--- src/include/oppo_pkg.sv ---
// Constants shared by the optical port and energy pulse output logic.
// Assumes a single 250 MHz clock and a classic Wishbone slave with 32-bit data.
package oppo_pkg;

  // ---------------------------------------------------------------------------
  // Clock and timing
  // ---------------------------------------------------------------------------
  localparam int CLK_PERIOD_PS    = 4000;
  localparam int SAMPLE_PERIOD_PS = 397000000;
  // One sample period rounded down to whole clock cycles.
  localparam int SAMPLE_CYCLES    = SAMPLE_PERIOD_PS / CLK_PERIOD_PS;
  // The pacing interval is counted in ticks; the paced interval value is 81.
  localparam int PACING_INTERVAL  = 81;
  localparam int TICK_CYCLES      = SAMPLE_CYCLES / PACING_INTERVAL;
  // Carrier: sixteen steps per period, each step a fixed number of clocks.
  localparam int CARRIER_STEP_CYCLES = 411;
  localparam logic [3:0] CARRIER_LAST = 4'hF;
  localparam logic [4:0] CARRIER_HALF = 5'h08;
  localparam int TIMER_W          = 17;
  localparam int STEP_W           = 9;

  // ---------------------------------------------------------------------------
  // Register indices (byte address is four times the index)
  // ---------------------------------------------------------------------------
  localparam logic [13:0] IDX_PULSE_CFG  = 14'h2004;
  localparam logic [13:0] IDX_TX_CFG     = 14'h2007;
  localparam logic [13:0] IDX_PORT_CFG   = 14'h2008;
  localparam logic [13:0] IDX_WIDTH_LIM  = 14'h2080;
  localparam logic [13:0] IDX_INTERVAL   = 14'h2081;
  localparam logic [13:0] IDX_GENERAL_IO = 14'h2090;
  localparam logic [13:0] IDX_STATUS     = 14'h2091;

  // ---------------------------------------------------------------------------
  // Field positions
  // ---------------------------------------------------------------------------
  localparam int POS_PULSE_INV  = 6;
  localparam int POS_TX_SRC     = 6;
  localparam int POS_DUTY       = 0;
  localparam int POS_TX_INV     = 0;
  localparam int POS_TX_MOD     = 1;
  localparam int POS_RX_INV     = 4;
  localparam int POS_RX_GPIO    = 5;
  localparam int POS_GIO1_IN    = 0;
  localparam int POS_GIO1_OUT   = 1;
  localparam int POS_GIO1_OE    = 2;
  localparam int POS_GIO2_OUT   = 3;

  // ---------------------------------------------------------------------------
  // Reset values and encodings
  // ---------------------------------------------------------------------------
  localparam logic [7:0] WIDTH_LIMIT_RESET = 8'hFF;
  localparam logic [7:0] WIDTH_LIMIT_OFF   = 8'hFF;
  localparam logic [7:0] INTERVAL_RESET    = 8'h00;
  localparam logic [3:0] PENDING_MAX       = 4'hF;

  typedef enum logic [1:0] {
    OPPO_TX_UART     = 2'h0,
    OPPO_TX_GIO_TWO  = 2'h1,
    OPPO_TX_REAL     = 2'h2,
    OPPO_TX_REACTIVE = 2'h3
  } oppo_tx_src_t;

endpackage

--- src/include/oppo_shaper_if.sv ---
// Control and status signals between the port top and one pulse channel shaper.
// Assumes both ends run on the same clock.
interface oppo_shaper_if;
  logic       bypass;      // Pacing off: pulses follow the source directly.
  logic       unitStrobe;  // One cycle at the end of each interval unit.
  logic [7:0] widthLimit;  // Limit code; maximum width is twice it plus one units.
  logic       source;      // Pulse request level from the compute engine.
  logic       active;      // Shaped pulse, active high.
  logic [3:0] pending;     // Pulses waiting in the pacing queue.

  modport ctrl   (output bypass, output unitStrobe, output widthLimit, output source,
                  input active, input pending);
  modport shaper (input bypass, input unitStrobe, input widthLimit, input source,
                  output active, output pending);
endinterface

--- src/rtl/oppo_pulse_shaper.sv ---
// One energy pulse channel: width limiting in bypass mode, paced queue otherwise.
// Assumes the strobe and configuration come from logic on the same clock.
module oppo_pulse_shaper
  import oppo_pkg::*;
(
  // Clock and reset.
  input  wire logic   clk,
  input  wire logic   rst_n,
  // Channel signals.
  oppo_shaper_if.shaper ch
);

  typedef struct packed {
    logic       srcPrev;
    logic       active;
    logic       limited;
    logic [8:0] widthCnt;
    logic [3:0] pending;
  } oppo_shaper_t;

  oppo_shaper_t s_r;
  oppo_shaper_t s_nxt;
  logic         rise;
  logic         limitOn;
  logic [8:0]   limitUnits;
  logic [8:0]   cntInc;

  // ---------------------------------------------------------------------------
  // Next state
  // ---------------------------------------------------------------------------
  // A source held past the limit is cut off and not resumed until it drops.
  always_comb
  begin
    s_nxt       = s_r;
    rise        = ch.source & ~s_r.srcPrev;
    limitOn     = ch.widthLimit != WIDTH_LIMIT_OFF;
    limitUnits  = {ch.widthLimit, 1'b1};
    cntInc      = s_r.widthCnt + {8'h00, ch.unitStrobe};
    s_nxt.srcPrev = ch.source;
    if (ch.bypass)
    begin
      s_nxt.pending = 4'h0;
      if (!ch.source)
      begin
        s_nxt.active   = 1'b0;
        s_nxt.limited  = 1'b0;
        s_nxt.widthCnt = 9'h000;
      end
      else if (!s_r.limited)
      begin
        s_nxt.active   = 1'b1;
        s_nxt.widthCnt = cntInc;
        if (limitOn && cntInc >= limitUnits)
        begin
          s_nxt.active  = 1'b0;
          s_nxt.limited = 1'b1;
        end
      end
    end
    else
    begin
      // Each queued pulse lasts one unit and is followed by at least one unit low.
      s_nxt.limited  = 1'b0;
      s_nxt.widthCnt = 9'h000;
      if (rise && s_r.pending != PENDING_MAX)
        s_nxt.pending = s_r.pending + 4'h1;
      if (ch.unitStrobe)
      begin
        if (s_r.active)
          s_nxt.active = 1'b0;
        else if (s_nxt.pending != 4'h0)
        begin
          s_nxt.active  = 1'b1;
          s_nxt.pending = s_nxt.pending - 4'h1;
        end
      end
    end
    if (!rst_n)
      s_nxt = '0;
  end

  // State register.
  always_ff @(posedge clk)
    s_r <= s_nxt;

  assign ch.active  = s_r.active;
  assign ch.pending = s_r.pending;
endmodule

--- src/rtl/oppo_top.sv ---
// Optical port pin routing, carrier modulation and energy pulse output shaping.
// Assumes a classic Wishbone master, a UART and compute engine on the same clock,
// and an outside resolver that builds the receive pin wire from its enable.
//
// Overview of operation
// Duty select gives carrier low fraction.
// Receive pin feeds UART unless GPIO selected.
// Receive invert flips only UART input.
// GPIO read of receive pin ignores invert.
// Transmit source: UART, GPIO two, pulses.
// Transmit invert applied before carrier modulation.
// Carrier replaces zeros; ones pass through.
// Pulse width capped at twice limit plus one.
// Unit is interval, else one sample period.
// Limit value 255 disables width cap.
// Software sets interval 81 when pacing.
// Zero interval bypasses pacing queue entirely.
// Pulses active low unless invert set.
// Over-limit pulse ends, remainder is dropped.
//
// The Wishbone interface to the registers is this design's own decision.
module oppo_top
  import oppo_pkg::*;
#(
  parameter int SAMPLE_CYC = SAMPLE_CYCLES,
  parameter int TICK_CYC   = TICK_CYCLES
)
(
  // Clock and reset.
  input  wire logic        clk,
  input  wire logic        rst_n,
  // Wishbone register slave.
  input  wire logic        wb_cyc_i,
  input  wire logic        wb_stb_i,
  input  wire logic        wb_we_i,
  input  wire logic [15:0] wb_adr_i,
  input  wire logic [3:0]  wb_sel_i,
  input  wire logic [31:0] wb_dat_i,
  output logic      [31:0] wb_dat_o,
  output logic             wb_ack_o,
  // UART and compute engine side.
  input  wire logic        uartTx,
  output logic             uartRx,
  input  wire logic        realEnergyPulseReq,
  input  wire logic        reactiveEnergyPulseReq,
  // Pins.
  input  wire logic        opticalReceivePinIn,
  output logic             opticalReceivePinOut,
  output logic             opticalReceivePinOe,
  output logic             opticalTransmitPin,
  output logic             realEnergyPulse,
  output logic             reactiveEnergyPulse
);

  typedef struct packed {
    logic               pulseInv;
    logic [1:0]         txSrc;
    logic [1:0]         dutySel;
    logic               txInv;
    logic               txMod;
    logic               rxInv;
    logic               rxGpio;
    logic [7:0]         widthLimit;
    logic [7:0]         interval;
    logic               gioOneOut;
    logic               gioOneOe;
    logic               gioTwoOut;
    logic               rxMeta;
    logic               rxSync;
    logic               uartRx;
    logic               txPin;
    logic [1:0]         pulseLvl;
    logic [3:0]         carrierCnt;
    logic [STEP_W-1:0]  stepCnt;
    logic [TIMER_W-1:0] sampleCnt;
    logic [TIMER_W-1:0] tickCnt;
    logic [7:0]         intervalCnt;
    logic               ack;
    logic [7:0]         rdData;
  } oppo_top_t;

  oppo_top_t   s_r;
  oppo_top_t   s_nxt;
  logic        access;
  logic        doWrite;
  logic [13:0] regIdx;
  logic [7:0]  wrByte;
  logic [7:0]  rdMux;
  logic        carrierStep;
  logic        carrierLow;
  logic        sampleStrobe;
  logic        tickStrobe;
  logic        intervalStrobe;
  logic        unitStrobe;
  logic        txSel;
  logic        txInverted;
  logic [1:0]  chActive;
  logic [1:0]  chReq;

  // ---------------------------------------------------------------------------
  // Pulse channels
  // ---------------------------------------------------------------------------
  assign chReq = {reactiveEnergyPulseReq, realEnergyPulseReq};

  // Both channels share the unit strobe so their paced pulses stay aligned.
  genvar g;
  generate
    for (g = 0; g < 2; g++)
    begin : gChan
      oppo_shaper_if chIf ();
      assign chIf.bypass     = s_r.interval == 8'h00;
      assign chIf.unitStrobe = unitStrobe;
      assign chIf.widthLimit = s_r.widthLimit;
      assign chIf.source     = chReq[g];
      assign chActive[g]     = chIf.active;
      oppo_pulse_shaper uShaper (
        .clk   (clk),
        .rst_n (rst_n),
        .ch    (chIf.shaper)
      );
    end
  endgenerate

  // ---------------------------------------------------------------------------
  // Timebases
  // ---------------------------------------------------------------------------
  // The interval unit falls back to one sample period when pacing is off.
  assign sampleStrobe   = s_r.sampleCnt == TIMER_W'(SAMPLE_CYC - 1);
  assign tickStrobe     = s_r.tickCnt == TIMER_W'(TICK_CYC - 1);
  assign intervalStrobe = tickStrobe && ({1'b0, s_r.intervalCnt} + 9'h001 >= {1'b0, s_r.interval});
  assign unitStrobe     = (s_r.interval == 8'h00) ? sampleStrobe : intervalStrobe;
  assign carrierStep    = s_r.stepCnt == STEP_W'(CARRIER_STEP_CYCLES - 1);
  // Low while the step count is below sixteen shifted right by duty plus one.
  assign carrierLow     = {1'b0, s_r.carrierCnt} < (CARRIER_HALF >> s_r.dutySel);

  // ---------------------------------------------------------------------------
  // Transmit path
  // ---------------------------------------------------------------------------
  // Source is chosen first, inverted next, and only then modulated.
  always_comb
  begin
    case (oppo_tx_src_t'(s_r.txSrc))
      OPPO_TX_UART:     txSel = uartTx;
      OPPO_TX_GIO_TWO:  txSel = s_r.gioTwoOut;
      OPPO_TX_REAL:     txSel = s_r.pulseLvl[0];
      OPPO_TX_REACTIVE: txSel = s_r.pulseLvl[1];
      default:          txSel = uartTx;
    endcase
    txInverted = txSel ^ s_r.txInv;
  end

  // ---------------------------------------------------------------------------
  // Register bus
  // ---------------------------------------------------------------------------
  assign access  = wb_cyc_i & wb_stb_i;
  assign regIdx  = wb_adr_i[15:2];
  assign wrByte  = wb_dat_i[7:0];
  // Writes land on the edge where the master sees ack, so a held request counts once.
  assign doWrite = access & wb_we_i & s_r.ack & wb_sel_i[0];

  // Read multiplexer; unmapped indices read as zero.
  always_comb
  begin
    rdMux = 8'h00;
    case (regIdx)
      IDX_PULSE_CFG:  rdMux[POS_PULSE_INV] = s_r.pulseInv;
      IDX_TX_CFG:
      begin
        rdMux[POS_TX_SRC+:2] = s_r.txSrc;
        rdMux[POS_DUTY+:2]   = s_r.dutySel;
      end
      IDX_PORT_CFG:
      begin
        rdMux[POS_TX_INV]  = s_r.txInv;
        rdMux[POS_TX_MOD]  = s_r.txMod;
        rdMux[POS_RX_INV]  = s_r.rxInv;
        rdMux[POS_RX_GPIO] = s_r.rxGpio;
      end
      IDX_WIDTH_LIM:  rdMux = s_r.widthLimit;
      IDX_INTERVAL:   rdMux = s_r.interval;
      IDX_GENERAL_IO:
      begin
        rdMux[POS_GIO1_IN]  = s_r.rxSync;
        rdMux[POS_GIO1_OUT] = s_r.gioOneOut;
        rdMux[POS_GIO1_OE]  = s_r.gioOneOe;
        rdMux[POS_GIO2_OUT] = s_r.gioTwoOut;
      end
      IDX_STATUS:     rdMux = {4'h0, s_r.txPin, s_r.uartRx, chActive};
      default:        rdMux = 8'h00;
    endcase
  end

  // ---------------------------------------------------------------------------
  // Next state
  // ---------------------------------------------------------------------------
  always_comb
  begin
    s_nxt = s_r;
    // Bus handshake: one wait cycle, then ack for exactly one cycle.
    s_nxt.ack = access & ~s_r.ack;
    if (access & ~s_r.ack)
      s_nxt.rdData = rdMux;
    if (doWrite)
    begin
      case (regIdx)
        IDX_PULSE_CFG:  s_nxt.pulseInv = wrByte[POS_PULSE_INV];
        IDX_TX_CFG:
        begin
          s_nxt.txSrc   = wrByte[POS_TX_SRC+:2];
          s_nxt.dutySel = wrByte[POS_DUTY+:2];
        end
        IDX_PORT_CFG:
        begin
          s_nxt.txInv  = wrByte[POS_TX_INV];
          s_nxt.txMod  = wrByte[POS_TX_MOD];
          s_nxt.rxInv  = wrByte[POS_RX_INV];
          s_nxt.rxGpio = wrByte[POS_RX_GPIO];
        end
        IDX_WIDTH_LIM:  s_nxt.widthLimit = wrByte;
        IDX_INTERVAL:   s_nxt.interval   = wrByte;
        IDX_GENERAL_IO:
        begin
          s_nxt.gioOneOut = wrByte[POS_GIO1_OUT];
          s_nxt.gioOneOe  = wrByte[POS_GIO1_OE];
          s_nxt.gioTwoOut = wrByte[POS_GIO2_OUT];
        end
        default:        ; // Unmapped writes are dropped; the ack stays a single cycle.
      endcase
    end
    // Two-stage synchroniser for the receive pin.
    s_nxt.rxMeta = opticalReceivePinIn;
    s_nxt.rxSync = s_r.rxMeta;
    // The UART idles high while the pin is given over to general I/O.
    s_nxt.uartRx = s_r.rxGpio ? 1'b1 : (s_r.rxSync ^ s_r.rxInv);
    // Active-high pulses become active-low pin levels unless inverted.
    s_nxt.pulseLvl = s_r.pulseInv ? chActive : ~chActive;
    // A one passes unchanged; a zero becomes the carrier when modulating.
    s_nxt.txPin = (s_r.txMod && !txInverted) ? ~carrierLow : txInverted;
    // Free-running timers.
    s_nxt.stepCnt   = carrierStep ? '0 : s_r.stepCnt + STEP_W'(1);
    s_nxt.sampleCnt = sampleStrobe ? '0 : s_r.sampleCnt + TIMER_W'(1);
    s_nxt.tickCnt   = tickStrobe ? '0 : s_r.tickCnt + TIMER_W'(1);
    if (carrierStep)
      s_nxt.carrierCnt = s_r.carrierCnt + 4'h1;
    if (intervalStrobe || s_r.interval == 8'h00)
      s_nxt.intervalCnt = 8'h00;
    else if (tickStrobe)
      s_nxt.intervalCnt = s_r.intervalCnt + 8'h01;
    if (!rst_n)
    begin
      s_nxt            = '0;
      s_nxt.widthLimit = WIDTH_LIMIT_RESET;
      s_nxt.interval   = INTERVAL_RESET;
      s_nxt.uartRx     = 1'b1;
      // The synchroniser starts at the idle line level, so the UART sees no false start bit.
      s_nxt.rxMeta     = 1'b1;
      s_nxt.rxSync     = 1'b1;
      s_nxt.txPin      = 1'b1;
      s_nxt.pulseLvl   = 2'b11;
    end
  end

  // State register.
  always_ff @(posedge clk)
    s_r <= s_nxt;

  // ---------------------------------------------------------------------------
  // Outputs
  // ---------------------------------------------------------------------------
  assign wb_ack_o             = s_r.ack;
  assign wb_dat_o             = {24'h000000, s_r.rdData};
  assign uartRx               = s_r.uartRx;
  assign opticalTransmitPin   = s_r.txPin;
  assign realEnergyPulse      = s_r.pulseLvl[0];
  assign reactiveEnergyPulse  = s_r.pulseLvl[1];
  // The receive pin drives only as general I/O, never while it feeds the UART.
  assign opticalReceivePinOut = s_r.gioOneOut;
  assign opticalReceivePinOe  = s_r.rxGpio & s_r.gioOneOe;
endmodule

--- config.mk ---
export PLATFORM = sky130hd
export DESIGN_NAME = oppo_top
export DESIGN_NICKNAME = d
export VERILOG_FILES = /design/src/include/oppo_pkg.sv /design/src/include/oppo_shaper_if.sv /design/src/rtl/oppo_pulse_shaper.sv /design/src/rtl/oppo_top.sv
export SDC_FILE = /design/constraint.sdc
export NUM_CORES = 1
export LEC_CHECK = 0
export ABC_CLOCK_PERIOD_IN_PS = 4200
export BUFFER_PORTS_ARGS = -buffer_cell sky130_fd_sc_hd__buf_2
export CAP_MARGIN = 20
export CORE_UTILIZATION = 54
export CTS_BUF_LIST = sky130_fd_sc_hd__clkbuf_8
export DETAILED_ROUTE_END_ITERATION = 7
export MAX_ROUTING_LAYER = met4
export PLACE_DENSITY = 0.85
export SYNTH_ARGS = -nofsm -noshare
export SYNTH_HDL_FRONTEND = slang
export SYNTH_SLANG_ARGS = --single-unit
--- constraint.sdc ---
create_clock -name clk -period 4.2 [get_ports clk]
set_clock_uncertainty 0.15 [all_clocks]
set_input_delay 0 -clock clk [delete_from_list [all_inputs] [get_ports clk]]
set_output_delay 0 -clock clk [all_outputs]
set_load 0.01 [all_outputs]
==> flow_summary.yaml <==
run_status:
  status: "finished, violations left"
  violations: "negative setup slack"
cts:
  clk_pin_slew_worst_paths_ps: 80
  cts_buffers: 17
  cts_buffer_depth: 2
  clockRootBuffer: "clkbuf_8"
  clk_latency_ps: 460
  cts_tree: "yes"
  h-tree-depth: 4
  cts_sinks: 130
timing:
  fmax_mhz: 234
  period_share: 1.02
  layout_setup_ws_ps: -66.3
  fin_setup_tns_ps: -66.3
  tightest_slew_ps: 645
  whs_ps: 63.6
  rsz0062_at_grt: "true"
  hold_viol_final: 0
  period_needed_ps: 4270
  setup_viol: 1
  slew_headroom: 0.568
  slew_viol_final: 0
placed_design:
  place_inst: 1031
  dp.final_hpwl_microns: 11000
  gp_congestion: 0.856
  portBuffers: 46
finish:
  fin_cells: 1118
  nNetsFinal: 1037
  area_growth_pct: 20.5
  fin_util: 0.675
  layout-drive-gt1-share: 0.175
  diodes: 0
setup_path:
  cp_slowest_cell: "dfxtp_2"
  cp.arrival_ps: 4460
  crit_required_ps: 4390
  cp-end-kind: "flip-flop"
  critPathMaxFanout: 3
  worst_setup_path_start_kind: "flip-flop"
  crit_type: "flip-flop to flip-flop"
  worstPathCellList: "and3_4, nand3_1, xnor2_1, ha_1, and3_4, nand2_1, nor4_4, o211a_1, nor2_2, inv_2, ha_4, ha_4, nand3_2, or2_4, xnor2_1, ha_1, o2111ai_1, a21oi_2, o22ai_2, nor2b_2, o22a_1"
  crit_path_max_incr_delay_ps: 340
route:
  totalWireLength_microns: 17500
  wl_per_cell_microns: 15.7
  final_antenna_net_count: 0
  num_vias: 6323
  avgViaCountPerCell: 5.66
  drc: 0
  drt_pass1_iterations: 5
  drt_iter0_drc: 571
global_routing:
  antenna_found_initial: 0
  grt_max_degree: 46
  grt_pass1_wl_microns: 28300
  grt_pass1_vias: 6197
  grt.total_usage: 0.277
  grt-ovfl-total: 0
power:
  seq_power_share: 0.482
  power.share.clock: 0.464
  ir_worst_vdd_uv: 407
  p_comb_frac: 0.054
  power.density_nw_per_um2: 304
  intPower_mw: 2.03
  swShare: 0.221
  leakage_nw: 3.54
  finalPower_mw: 2.61
  switchingPower_uw: 578
yosys:
  avgSynthCellArea_sq_um: 8.55
  yosysTopAreaCellShare: 0.365
  syn_inst: 833
  syn_area_sq_um: 7120
  synth_warnings: 0
  synth_top_area_cell: "dfxtp_1"
  synth_edf_count: 0
  synth_ff_type: "dfxtp_1"
  yosysSeqAreaShare: 0.365
  synth_seq_cells: 130
  yosysUniqueCellTypes: 70
  synthArstFlopShare: 0
  synth_area_leaders: "dfxtp_1 (37%), ha_1 (7.6%), nor2_1 (6.1%)"
floorplan:
  dieArea_sq_um: 13700
  core_area_sq_um: 12700
  die_y_microns: 117
  io_pins: 100
  die_w_microns: 117
  fp-row-count: 41
  start_util: 0.560
flow_run:
  drv_cap: 0
min_path:
  min_path_type: "input pin to flip-flop"
cell families (layout without fill, tap and decap cells):
| kind of cell | count (synthesis) | in the layout | synth area share |
|---|---|---|---|
| flip-flops | 130 | 130 | 0.365 |
| XOR/XNOR | 87 | 87 | 0.107 |
| AO/OA/AOI/OAI | 98 | 98 | 0.0980 |
| adder cells (fa/ha/maj) | 43 | 43 | 0.0755 |
| AND/OR/NAND/NOR | 356 | 356 | 0.247 |
| multiplexers | 25 | 25 | 0.0372 |
| buffers and inverters | 93 | 183 | 0.0689 |
| other | 1 | 24 | 0.000526 |
path summary, 6_finish.rpt:
check,slack [ps],start,cells past startpoint,end
worst max-delay path,-70,s_r[11],21,gChan[1].uShaper.ch.active
worst min-delay path,60,wb_adr_i[8],5,wb_dat_o[2]
worst max register to register,-70,s_r[11],21,gChan[1].uShaper.ch.active
worst min register to register,300,wb_dat_o[7],2,wb_dat_o[7]
sequential cells by signal, summed over array words and instances, names as in the netlist:
| register | count |
|---|---|
| reactiveEnergyPulse | 1 |
| s_r | 76 |
| wb_ack_o | 1 |
| gChan.uShaper.ch.pending | 8 |
| wb_dat_o | 8 |
| gChan.uShaper.ch.active | 2 |
| gChan.uShaper.s_r | 22 |
| uartRx | 1 |
| gChan.chIf.widthLimit | 8 |
| realEnergyPulse | 1 |
| opticalReceivePinOut | 1 |
| opticalTransmitPin | 1 |
repair_timing:
action,4_1_cts,5_1_grt
hold endpoints to repair,49,0
endpoints found under the setup margin,2,15
gates cloned,0,0
gates resized for setup,17,30
pin swaps,10,17
hold buffers,35,0
buffers inserted,18,2
layout by cell type, fill, tap and decap left out, drive strengths merged, types with 4 or more instances in the layout:
master         n
a211oi         4
a21boi         9
a21o           4
a21oi         14
a221oi         4
and2          13
and3          14
buf           85
bufinv         5
clkbuf        19
conb          24
dfxtp        130
dlygate4sd3   35
ha            43
inv           34
mux2i         22
nand2         76
nand2b        10
nand3         47
nand3b         5
nand4         12
nor2         116
nor2b         19
nor3          11
nor4          11
o2111ai        5
o211ai        10
o21ai         18
o31ai          4
or2            4
xnor2         49
xor2          38
Yosys cell counts (all sizes together), types with 9 or more instances:
cell	number
a21boi	9
a21oi	14
and2	13
and3	14
buf	41
clkbuf	21
dfxtp	130
ha	43
inv	31
mux2i	22
nand2	76
nand2b	10
nand3	47
nand4	12
nor2	116
nor2b	19
nor3	11
nor4	11
o211ai	10
o21ai	18
xnor2	49
xor2	38
power by group through the flow:
stage / sequential [mW] / combinational (mW) / clock (mW)
CTS: 1.26 / 0.135 / 1.22
floorplan: 1.28 / 0.0920 / 0
finish: 1.26 / 0.140 / 1.21
global route: 1.26 / 0.154 / 1.28
global placement: 1.29 / 0.111 / 0
detailed placement: 1.29 / 0.113 / 0
cell type report:
class / instances / area, sq um
multi-input cells: 633 / 4310
fillers: 917 / 4140
flip-flops and latches: 130 / 2610
repair buffers: 120 / 881
clock buffers: 19 / 262
well taps: 172 / 215
clock inverters: 13 / 191
inverters: 31 / 116
through the flow:
stage          setup WS [ps]  cell area, sq um
6_report               -66.3              8580
5_1_grt                 -256              8580
3_5_place_dp           -58.1              7430
4_1_cts                 11.4              8440
2_1_floorplan           5.89              7230
3_3_place_gp            58.7              7430
per-layer routing:
layer  global-route usage  vias up  share of wire
li1                     -     3008              -
met1                0.312     3001           0.42
met2                0.455      251           0.49
met3               0.0664       63          0.058
met4                0.149        0          0.032
met5                    -        -              0
worst max-delay path, delay by kind of cell, from the launching register on:
kind / cells / cell delay (ps)
and+or+nand+nor: 9 / 1450
DFF: 1 / 340
xor gates and xnor gates: 2 / 280
adders and majority gates: 4 / 890
buffers and inverters: 1 / 110
AOI/OAI and AO/OA: 5 / 920
(Power assumes the default switching activity.)
